File: config.mk
export PLATFORM = sky130hd
export DESIGN_NAME = dbt_timer
export DESIGN_NICKNAME = d
export VERILOG_FILES = /design/src/dbt_prescaler.v /design/src/dbt_timer.v
export VERILOG_INCLUDE_DIRS = /design/src /design/src/src
export SDC_FILE = /design/constraint.sdc
export NUM_CORES = 1
export LEC_CHECK = 0
export BUFFER_PORTS_ARGS = -buffer_cell sky130_fd_sc_hd__buf_4
export CAP_MARGIN = 10
export CORE_MARGIN = 2
export CORE_UTILIZATION = 40
export CTS_CLUSTER_SIZE = 28
export DETAILED_ROUTE_END_ITERATION = 10
export PLACE_DENSITY = 0.72
export SLEW_MARGIN = 20
export SYNTH_ARGS = -nofsm -noshare
export SYNTH_HDL_FRONTEND = slang
export SYNTH_SLANG_ARGS = --single-unit
File: constraint.sdc
create_clock -name i_core_clk -period 2.7 [get_ports i_core_clk]
set_input_delay 0.54 -clock i_core_clk [delete_from_list [all_inputs] [get_ports i_core_clk]]
set_output_delay 0.54 -clock i_core_clk [all_outputs]
set_load 0.02 [all_outputs]
File: src/dbt_defs.vh
// Register indices, control field positions and reset values for the dual byte timer.
`ifndef DBT_DEFS_VH
`define DBT_DEFS_VH

// Register indices; the Avalon byte address is four times the index.
`define DBT_IDX_CONTROL 16'hfe10
`define DBT_IDX_PRESCALE 16'hfe11
`define DBT_IDX_LOW_COUNT 16'hfe12
`define DBT_IDX_HIGH_COUNT 16'hfe13
`define DBT_IDX_LOW_DATA 16'hfe14
`define DBT_IDX_HIGH_DATA 16'hfe15
`define DBT_IDX_LOW_CAPTURE 16'hfe16
`define DBT_IDX_HIGH_CAPTURE 16'hfe17

// Byte address width that covers the highest index times four.
`define DBT_ADDR_W 18

// Control register field positions.
`define DBT_BIT_HIGH_RUN 7
`define DBT_BIT_LOW_RUN 6
`define DBT_BIT_LONG_MODE 5
`define DBT_BIT_LOW_EXT 4
`define DBT_BIT_HIGH_FLAG 3
`define DBT_BIT_HIGH_IE 2
`define DBT_BIT_LOW_FLAG 1
`define DBT_BIT_LOW_IE 0

// Reset values.
`define DBT_RST_CONTROL 8'h00
`define DBT_RST_PRESCALE 8'h00
`define DBT_RST_COUNT 8'h00
`define DBT_RST_DATA 8'h00
`define DBT_RST_CAPTURE 8'h00

// Interrupt vector addresses reported beside each request.
`define DBT_VEC_LOW 16'h0013
`define DBT_VEC_HIGH 16'h0023

`endif

File: src/dbt_prescaler.v
// Programmable prescaler that divides the cycle clock by its match value plus one.
`timescale 1ns/10ps
`include "dbt_defs.vh"

module dbt_prescaler #(
    parameter WIDTH = 8
) (
    input wire i_core_clk,
    input wire i_srst,
    input wire i_ce,
    input wire i_run,
    input wire i_restart,
    input wire [WIDTH-1:0] i_match_value,
    output wire o_tick
);

    reg [WIDTH-1:0] count_q;

    // Match pulse is raised while the count equals the match value and counting is allowed.
    assign o_tick = i_run && (count_q == i_match_value); // RL1

    // Counter restarts on its own match and on every write of the match value.
    always @(posedge i_core_clk) begin
        if (i_srst) begin
            count_q <= {WIDTH{1'b0}};
        end else if (i_ce) begin
            if (i_restart) begin
                count_q <= {WIDTH{1'b0}}; // RL2
            end else if (o_tick) begin
                count_q <= {WIDTH{1'b0}}; // RL2
            end else if (i_run) begin
                count_q <= count_q + {{(WIDTH-1){1'b0}}, 1'b1}; // RL3
            end
        end
    end

endmodule

File: src/dbt_timer.v
// Dual byte timer/counter with prescaler, match buffers and capture registers on Avalon-MM.
//
// Behaviour
// RL1: Prescaler counts cycle clocks and pulses when equal to its match register.
// RL2: Prescaler restarts from zero on its match and on a match register write.
// RL3: Prescaler runs in every mode except HOLD.
// RL4: Low counter runs while control bit 6 is one, stops while zero.
// RL5: High counter runs while control bit 7 is one, stops while zero.
// RL6: Control bit 4 picks low count source: prescaler pulse or input A/B strobe.
// RL7: Control bit 5 picks high count source: prescaler pulse or low-byte carry.
// RL8: Each counter clears when stopped and when it matches.
// RL9: Counter matches when equal to its buffer; 16-bit modes compare all bits.
// RL10: Stopped buffer follows its data register; running buffer loads only on match.
// RL11: Low capture takes strobes A or C, or B or C in long mode.
// RL12: High capture latches the high count on every B or C strobe.
// RL13: In 16-bit modes one B or C strobe loads both captures together.
// RL14: Long-mode and external bits together select modes zero to three.
// RL15: Mode three advances the 16-bit count once per A or B strobe.
// RL16: Each half requests an interrupt once per interval at its match when enabled.
// RL17: High match flag sets on a running high match; only software clears it.
// RL18: High flag and high enable together request the vector 0023H interrupt.
// RL19: Low flag and low enable together request the vector 0013H interrupt.
// RL20: In 16-bit mode both flags set together; software writes equal run bits.
// RL21: Counter registers read live counts; writes to them are ignored.
//
// Implementation choice: register access over Avalon-MM.
`timescale 1ns/10ps
`include "dbt_defs.vh"

module dbt_timer #(
    parameter DATA_W = 8,
    parameter CLK_HZ = 25000000
) (
    input wire i_core_clk,
    input wire i_srst,
    input wire i_ce,
    input wire i_hold_mode,
    input wire i_ext_input_a,
    input wire i_ext_input_b,
    input wire i_ext_input_c,
    input wire [`DBT_ADDR_W-1:0] i_avs_address,
    input wire i_avs_read,
    input wire i_avs_write,
    input wire [31:0] i_avs_writedata,
    input wire [3:0] i_avs_byteenable,
    output wire [31:0] o_avs_readdata,
    output wire o_avs_waitrequest,
    output wire o_low_irq,
    output wire o_high_irq,
    output wire [15:0] o_low_vector,
    output wire [15:0] o_high_vector,
    output wire [1:0] o_mode
);

    // Decodes a byte address into {hit, register number 0..7}.
    // The register index is the byte address divided by four.
    // Only word-aligned addresses inside the eight-register window hit;
    // every other address reads as zero and takes no write.
    function [3:0] dbt_reg_sel;
        input [`DBT_ADDR_W-1:0] addr;
        reg [15:0] idx;
        begin
            idx = addr[`DBT_ADDR_W-1:2];
            if ((addr[1:0] == 2'h0) && (idx >= `DBT_IDX_CONTROL) && (idx <= `DBT_IDX_HIGH_CAPTURE)) begin
                dbt_reg_sel = {1'b1, idx[2:0]};
            end else begin
                dbt_reg_sel = 4'h0;
            end
        end
    endfunction

    // Next value of a byte counter: clear, hold or advance.
    // Stopping forces zero, so a restart always begins a full interval.
    // Clear wins over advance because a match ends the interval.
    function [DATA_W-1:0] dbt_count_next;
        input run;
        input clear;
        input advance;
        input [DATA_W-1:0] value;
        begin
            if (!run || clear) begin
                dbt_count_next = {DATA_W{1'b0}};
            end else if (advance) begin
                dbt_count_next = value + {{(DATA_W-1){1'b0}}, 1'b1};
            end else begin
                dbt_count_next = value;
            end
        end
    endfunction

    // Next value of a match buffer: follow while stopped, reload on match while running.
    // Software may rewrite the data register at any time; a running
    // counter only sees the new value from the next interval on.
    // A stopped counter follows it at once.
    function [DATA_W-1:0] dbt_buffer_next;
        input run;
        input match;
        input [DATA_W-1:0] data;
        input [DATA_W-1:0] value;
        begin
            if (!run || match) begin
                dbt_buffer_next = data;
            end else begin
                dbt_buffer_next = value;
            end
        end
    endfunction

    // Register file and counter state.
    // The match buffers are hidden copies that software never reads.
    // The capture registers reset to zero.
    reg [7:0] control_q;
    reg [DATA_W-1:0] prescaler_match_q;
    reg [DATA_W-1:0] low_count_q;
    reg [DATA_W-1:0] high_count_q;
    reg [DATA_W-1:0] low_match_data_q;
    reg [DATA_W-1:0] high_match_data_q;
    reg [DATA_W-1:0] low_buffer_q;
    reg [DATA_W-1:0] high_buffer_q;
    reg [DATA_W-1:0] low_capture_q;
    reg [DATA_W-1:0] high_capture_q;
    reg [31:0] readdata_q;
    reg ack_q;

    // Decoded bus strobes, control fields and count pulses.
    wire [3:0] sel;
    wire req;
    wire wr_now;
    wire wr_lane;
    wire [7:0] wbyte;
    wire high_run;
    wire low_run;
    wire long_mode;
    wire low_external_clock;
    wire pre_tick;
    wire ext_ab;
    wire ext_bc;
    wire ext_ac;
    wire low_clk;
    wire high_clk;
    wire long_match;
    wire low_match;
    wire high_match;
    wire low_cap_strobe;
    wire high_cap_strobe;
    wire wr_control;
    wire wr_prescale;
    wire wr_low_data;
    wire wr_high_data;
    wire [7:0] flag_set;

    // Bus request decode; a write lands on the edge where waitrequest is low.
    // Only the low byte lane carries data, so a write without byte enable 0
    // completes on the bus but changes nothing.
    assign sel = dbt_reg_sel(i_avs_address);
    assign req = i_avs_read || i_avs_write;
    assign wr_now = i_avs_write && ack_q;
    assign wr_lane = wr_now && sel[3] && i_avs_byteenable[0];
    assign wbyte = i_avs_writedata[7:0];
    assign wr_control = wr_lane && (sel[2:0] == 3'h0);
    assign wr_prescale = wr_lane && (sel[2:0] == 3'h1);
    assign wr_low_data = wr_lane && (sel[2:0] == 3'h4);
    assign wr_high_data = wr_lane && (sel[2:0] == 3'h5);

    // Every request waits exactly one cycle, then completes.
    // While the clock enable is low nothing can land, so the answer is
    // withheld; otherwise a master would see a write finish that the
    // frozen register file never took.
    assign o_avs_waitrequest = req && !(ack_q && i_ce);
    assign o_avs_readdata = readdata_q;

    // Control fields.
    // The mode number is formed from the long-mode and external-clock bits.
    // In long mode software keeps both run bits equal; the low one gates the match.
    assign high_run = control_q[`DBT_BIT_HIGH_RUN];
    assign low_run = control_q[`DBT_BIT_LOW_RUN];
    assign long_mode = control_q[`DBT_BIT_LONG_MODE];
    assign low_external_clock = control_q[`DBT_BIT_LOW_EXT];
    assign o_mode = {long_mode, low_external_clock}; // RL14

    // Prescaler runs in all modes except HOLD.
    // It is shared by both halves, so the two prescaled timers of mode 0
    // always step on the same cycle.
    dbt_prescaler #(
        .WIDTH(DATA_W)
    ) u_prescaler (
        .i_core_clk(i_core_clk),
        .i_srst(i_srst),
        .i_ce(i_ce),
        .i_run(!i_hold_mode), // RL3
        .i_restart(wr_prescale), // RL2
        .i_match_value(prescaler_match_q),
        .o_tick(pre_tick)
    );

    // Strobe groupings of the three detection inputs.
    // Each strobe is a one-cycle pulse from edge logic on this clock, so it
    // is used directly without synchronising flip-flops.
    // A level held high would count and capture on every cycle.
    assign ext_ab = i_ext_input_a || i_ext_input_b;
    assign ext_bc = i_ext_input_b || i_ext_input_c;
    assign ext_ac = i_ext_input_a || i_ext_input_c;

    // Count sources; in long mode the high byte advances on the low byte's carry.
    // The low byte never matches on its own in long mode, so its carry from
    // all ones to zero is what steps the high byte. This keeps both halves
    // one 16-bit counter whose period is the combined match value plus one.
    assign low_clk = low_external_clock ? ext_ab : pre_tick; // RL6 RL15
    assign high_clk = long_mode ? (low_clk && (low_count_q == {DATA_W{1'b1}})) : pre_tick; // RL7

    // Match detection, 8-bit per half or the full 16 bits in long mode.
    // A match needs a count pulse in the same cycle, so a counter parked on
    // its match value waits for its next pulse instead of firing every cycle.
    // The long-mode match is gated by the low run bit and drives both halves.
    assign long_match = low_run && low_clk &&
        ({high_count_q, low_count_q} == {high_buffer_q, low_buffer_q}); // RL9 RL15
    assign low_match = long_mode ? long_match : (low_run && low_clk && (low_count_q == low_buffer_q)); // RL9
    assign high_match = long_mode ? long_match : (high_run && high_clk && (high_count_q == high_buffer_q)); // RL9 RL20

    // Capture strobes; the same B or C strobe feeds both halves in long mode.
    // One strobe then snaps both bytes on one edge, so software never sees
    // a low byte that has wrapped past the high byte it read.
    assign low_cap_strobe = long_mode ? ext_bc : ext_ac; // RL11 RL13
    assign high_cap_strobe = ext_bc; // RL12

    // Hardware flag sets; they win over a software clear in the same cycle.
    // Losing a match to a clear that lands on the same edge would drop an
    // interrupt, which is worse than one that software must clear again.
    assign flag_set = {4'h0, high_match, 1'b0, low_match, 1'b0}; // RL16 RL17 RL20

    // Interrupt requests and their vectors.
    // Requests are levels that stay high until software clears the flag.
    // The vectors are fixed and only tell the controller where to go.
    assign o_low_irq = control_q[`DBT_BIT_LOW_FLAG] && control_q[`DBT_BIT_LOW_IE]; // RL19
    assign o_high_irq = control_q[`DBT_BIT_HIGH_FLAG] && control_q[`DBT_BIT_HIGH_IE]; // RL18
    assign o_low_vector = `DBT_VEC_LOW;
    assign o_high_vector = `DBT_VEC_HIGH;

    // Bus handshake: one wait cycle, read data captured in the first cycle of a read.
    // The read value is taken on the edge that ends the wait cycle and then
    // stands until the next read, so the master finds it settled when
    // waitrequest drops. Unmapped reads return zero.
    // Writes land on the edge where waitrequest is sampled low.
    always @(posedge i_core_clk) begin
        if (i_srst) begin
            ack_q <= 1'b0;
            readdata_q <= 32'h0000_0000;
        end else if (i_ce) begin
            ack_q <= req && !ack_q;
            if (i_avs_read && !ack_q) begin
                readdata_q <= 32'h0000_0000;
                if (sel[3]) begin
                    case (sel[2:0])
                        3'h0: begin
                            readdata_q[7:0] <= control_q;
                        end
                        3'h1: begin
                            readdata_q[7:0] <= prescaler_match_q;
                        end
                        3'h2: begin
                            readdata_q[7:0] <= low_count_q; // RL21
                        end
                        3'h3: begin
                            readdata_q[7:0] <= high_count_q; // RL21
                        end
                        3'h4: begin
                            readdata_q[7:0] <= low_match_data_q;
                        end
                        3'h5: begin
                            readdata_q[7:0] <= high_match_data_q;
                        end
                        3'h6: begin
                            readdata_q[7:0] <= low_capture_q;
                        end
                        default: begin
                            readdata_q[7:0] <= high_capture_q;
                        end
                    endcase
                end
            end
        end
    end

    // Software-written registers; the count registers take no write.
    // A write of the prescaler match also restarts the prescaler, so the
    // new tick period starts cleanly from zero.
    always @(posedge i_core_clk) begin
        if (i_srst) begin
            control_q <= `DBT_RST_CONTROL;
            prescaler_match_q <= `DBT_RST_PRESCALE;
            low_match_data_q <= `DBT_RST_DATA;
            high_match_data_q <= `DBT_RST_DATA;
        end else if (i_ce) begin
            if (wr_control) begin
                control_q <= wbyte | flag_set; // RL17
            end else begin
                control_q <= control_q | flag_set; // RL17 RL20
            end
            if (wr_prescale) begin
                prescaler_match_q <= wbyte;
            end
            if (wr_low_data) begin
                low_match_data_q <= wbyte;
            end
            if (wr_high_data) begin
                high_match_data_q <= wbyte;
            end
        end
    end

    // Byte counters and their match buffers.
    // Both halves update on the same edge from the same match signals, so
    // in long mode the counts and buffers of the two bytes never disagree.
    // A stopped half stays at zero whatever its count source does.
    always @(posedge i_core_clk) begin
        if (i_srst) begin
            low_count_q <= `DBT_RST_COUNT;
            high_count_q <= `DBT_RST_COUNT;
            low_buffer_q <= `DBT_RST_DATA;
            high_buffer_q <= `DBT_RST_DATA;
        end else if (i_ce) begin
            low_count_q <= dbt_count_next(low_run, low_match, low_clk, low_count_q); // RL4 RL8
            high_count_q <= dbt_count_next(high_run, high_match, high_clk, high_count_q); // RL5 RL8
            low_buffer_q <= dbt_buffer_next(low_run, low_match, low_match_data_q, low_buffer_q); // RL10
            high_buffer_q <= dbt_buffer_next(high_run, high_match, high_match_data_q, high_buffer_q); // RL10
        end
    end

    // Capture registers snap the live counts on their strobes.
    // They take the value held before the edge, which is the count that
    // software would have read in the cycle of the strobe.
    always @(posedge i_core_clk) begin
        if (i_srst) begin
            low_capture_q <= `DBT_RST_CAPTURE;
            high_capture_q <= `DBT_RST_CAPTURE;
        end else if (i_ce) begin
            if (low_cap_strobe) begin
                low_capture_q <= low_count_q; // RL11 RL13
            end
            if (high_cap_strobe) begin
                high_capture_q <= high_count_q; // RL12 RL13
            end
        end
    end

endmodule

==> results <==
- The starting utilization of the core area is 0.409.
- Power spread over the standard cell area amounts to 500 nW/um^2.
- Of the synthesized area, sequential elements account for 0.359.
- Of all nets on the critical path, the largest fanout is 17.
- The worst hold path was traced through 2 stages.
- The placer congestion estimate is approximately 0.90.
- Setup violations remaining at the end of the flow were counted as 0.
- After clock tree synthesis, the clock-pin slew on the worst setup and hold paths is 0.07 ns.
- The library cell occupying the most area in the post-synthesis netlist is dfxtp_1.
- After global routing the overflow that remains totals 0.
- The floorplan step defined a die boundary enclosing 14500 um^2.
- For this run, asynchronously set or reset flops after synthesis account for 0.
- In this run, post-CTS hold repair placed 0 buffers.
- The data required time of the critical path is between 2 and 3 ns.
- The total CTS buffers is 9.
- The clock tree from TritonCTS is done.
- The number of core rows is 42.
- The run finished with clean final reports.
- The share of total power dissipated in the clock network is 0.438.
- The sequential cell fraction of total power is 0.463.
- The switching power is ~0.0008 W.
- The first global-routing pass estimated 22100 um of wire.
- The worst hold-check path type is flip-flop to flip-flop.
- The uppermost signal routing layer after detailed routing is met4.
- The die span in x is around 120 um.
- The detailed placer's ending HPWL is around 11000 um.
- The iteration-0 DRC count of the detailed router is 410.
- The tree built by TritonCTS fans out to 97 sinks.
- During placement, the flow inserted port buffers numbering 48.
- At the end of the flow, the number of nets in the layout was a little under 800.
- The register bit count reported by yosys is 97.
- The proportion of power drawn by combinational gates is 0.099.
- The cell at the root of the clock tree is clkbuf_16.
- The clock latency reported for the late side of the worst-skew pair is 0.35 ns.
- In the final routed layout, each cell accounts on average for around 16 um.
- The number of fill cells is 1302.
- After synthesis, the mean cell area works out to between 8 and 9 um^2.
- The post-synthesis cell area is 5410 um^2.
- The flip-flop cell with the highest count after synthesis is dfxtp_1.
- Clock skew on the completed layout was measured at 0.0100 ns.
- The number of warnings issued by yosys is 0.
- The most frequent standard cell in the layout excluding fill and tap cells is dfxtp_1.
- The startpoint kind of the worst setup timing path is a flip-flop.
- The H-tree generated during clock tree synthesis spans 3 levels.
- Max-cap violations in this run came to 0.
- The count of cells in the finished layout, fillers not included, comes to 891.
- The placeable core region is 13200 um^2.
- The endpoint class of the critical path is a flip-flop.
- The synthesized design contains 0 enable-type register cells.
- The post-cts sizing count is 0.
- Data arrives at the worst endpoint at 2.78 ns.
- The via count of the first global-routing pass came to 4156.
- The headroom to the max-slew limit is 0.360.
- Setup repair after global routing left no endpoint under its margin.
- After layout, the worst setup slack is 0.208 ns.
- Yosys attributes the largest share of cell area to dfxtp_1 (36%), buf_4 (8.0%), mux2i_1 (6.7%).
- In the layout the commonest cells are dfxtp_1 (97), nand2_1 (87), buf_4 (83), conb_1 (56), nor2_1 (52).
- The y dimension of the die is 120 um.
- The total negative setup slack is 0 ns.
- The instance count of the mapped netlist is 657.
- The number of antenna violations at the first check in global routing is 0.
- Timing analysis after detailed placement gives a worst setup slack of 0.171 ns.
- For this run, the total global-route usage over all layers was measured as 0.195.
- In the final routing, the length of wire on met1 measures between 6000 and 7000 um.
- The share of synthesized area in the top cell type comes to 0.359.
- The total number of vias is 4848.
- The number of pins exceeding their max-slew limit in the final report is 0.
- The number of antenna diodes in the final layout is 0.
- In the final layout, the share of cells above drive strength 1 is 0.166.
- In this run the remaining antenna-violating nets after routing total 0.
- Timing would allow up to approximately 400 MHz.
- The unique cell type count in the Yosys netlist is 56.
- In the detailed route, the total length drawn on met2 is 6540 um.
- The routed length on met3 is 1210 um.
- The leakage dissipation is 2.41 nW.
- The number of cells on the worst reg-to-reg path is 6.
- Entering global routing, the biggest net connects 53 pins.
- The post-placement cell count is 877.
- At the end of the flow the core is filled with cells to 0.469.
- Of the available clock period, the critical path in the final layout requires 0.923.
- Before antenna repair, the detailed router went through 6 iterations.
- By startpoint and endpoint, the worst setup path is classified as flip-flop to flip-flop.
- The final-report hold violation count came to 0.
- ~130 I/O pins were placed.
- The setup fix buffers added after clock tree synthesis is 0.
- The peak supply drop is 0.000286 V.
- After layout, the minimum clock period comes to approximately 2.5 ns.
- Of the total power, the share spent switching nets is 0.251.
- Internal power comes to around 0.0023 W.
- The area growth from synthesis to layout is 14.6%.
- The average vias per placed instance is 5.44.
- The wire length after detailed routing is 14500 um.
- For this run, design rule violations remaining after detail routing come to 0.
- For the pin with the worst max-slew slack, the measured transition is roughly 0.95 ns.
- In this run the deepest clock path goes through 2 buffers.
power by group through the flow:
| stage | sequential (W) | clock (W) | combinational (W) |
|---|---|---|---|
| 6_report | 0.00144 | 0.00136 | 0.000308 |
| 5_1_grt | 0.00144 | 0.00143 | 0.000328 |
| 4_1_cts | 0.00144 | 0.00138 | 0.000302 |
| 3_5_place_dp | 0.00147 | 0 | 0.000301 |
| 3_3_place_gp | 0.00147 | 0 | 0.000300 |
| 2_1_floorplan | 0.00147 | 0 | 0.000257 |
worst max-delay path: stages (launching register included):
cell and delay, ns:
dfxtp_1 0.43, xnor2_1 0.17, nand4b_1 0.25, o31a_1 0.33
or4_4 0.65, a21oi_4 0.37, mux2i_1 0.21
metrics by stage:
| step | hold WS (ns) | instance area (um^2) | total power, W |
|---|---|---|---|
| after global routing | 0.480 | 6200 | 0.00319 |
| after floorplan | 0.442 | 5620 | 0.00173 |
| after CTS | 0.457 | 6200 | 0.00311 |
| after detailed placement | 0.449 | 5900 | 0.00177 |
| after global placement | 0.445 | 5900 | 0.00177 |
| final | 0.454 | 6200 | 0.00310 |
synthesized netlist by cell type (12+ instances only):
master and count:
dfxtp_1 97, nand2_1 87, buf_4 58, nor2_1 52, a21oi_1 41, mux2i_1 36
clkbuf_1 28, xnor2_1 24, nand3_1 21, nand4_1 19, o21ai_0 19, a221oi_1 16
xor2_1 12
kinds of logic (layout without fill, tap and decap cells):
group / count (synthesis) / count (layout) / synth area share
DFF: 97 / 97 / 0.359
muxes: 45 / 45 / 0.0853
buffers and inverters: 102 / 106 / 0.113
xor gates and xnor gates: 36 / 36 / 0.0582
and+or+nand+nor: 256 / 256 / 0.238
AOI/OAI and AO/OA: 116 / 116 / 0.138
adders and majority gates: 3 / 3 / 0.00693
other: 2 / 56 / 0.00139
final timing paths:
| kind | slack [ns] | to | startpoint |
|---|---|---|---|
| hold reg to reg | 0.45 | o_avs_readdata[6] | o_avs_readdata[6] |
| setup / recovery | 0.21 | high_buffer_q[7] | u_prescaler.count_q[3] |
| setup reg to reg | 0.21 | high_buffer_q[7] | u_prescaler.count_q[3] |
| hold / removal | 0.45 | o_avs_readdata[6] | o_avs_readdata[6] |
metal layers:
layer | track usage | up-vias
met2 | 0.304 | 221
met4 | 0.0690 | 0
li1 | - | 2326
met5 | 0 | -
met1 | 0.269 | 2265
met3 | 0.0406 | 36
area by class of cell:
type / count / area (um^2) / area share
clock inverter: 5 / 82.6 / 0.0133
sequential: 97 / 1940 / 0.313
multi-input combinational: 512 / 3060 / 0.493
clock buffer: 9 / 225 / 0.0363
inverter: 8 / 30.0 / 0.00484
timing repair buffer: 84 / 643 / 0.104
tap: 176 / 220 / 0.0355
Power figures use the tool's default switching activity.
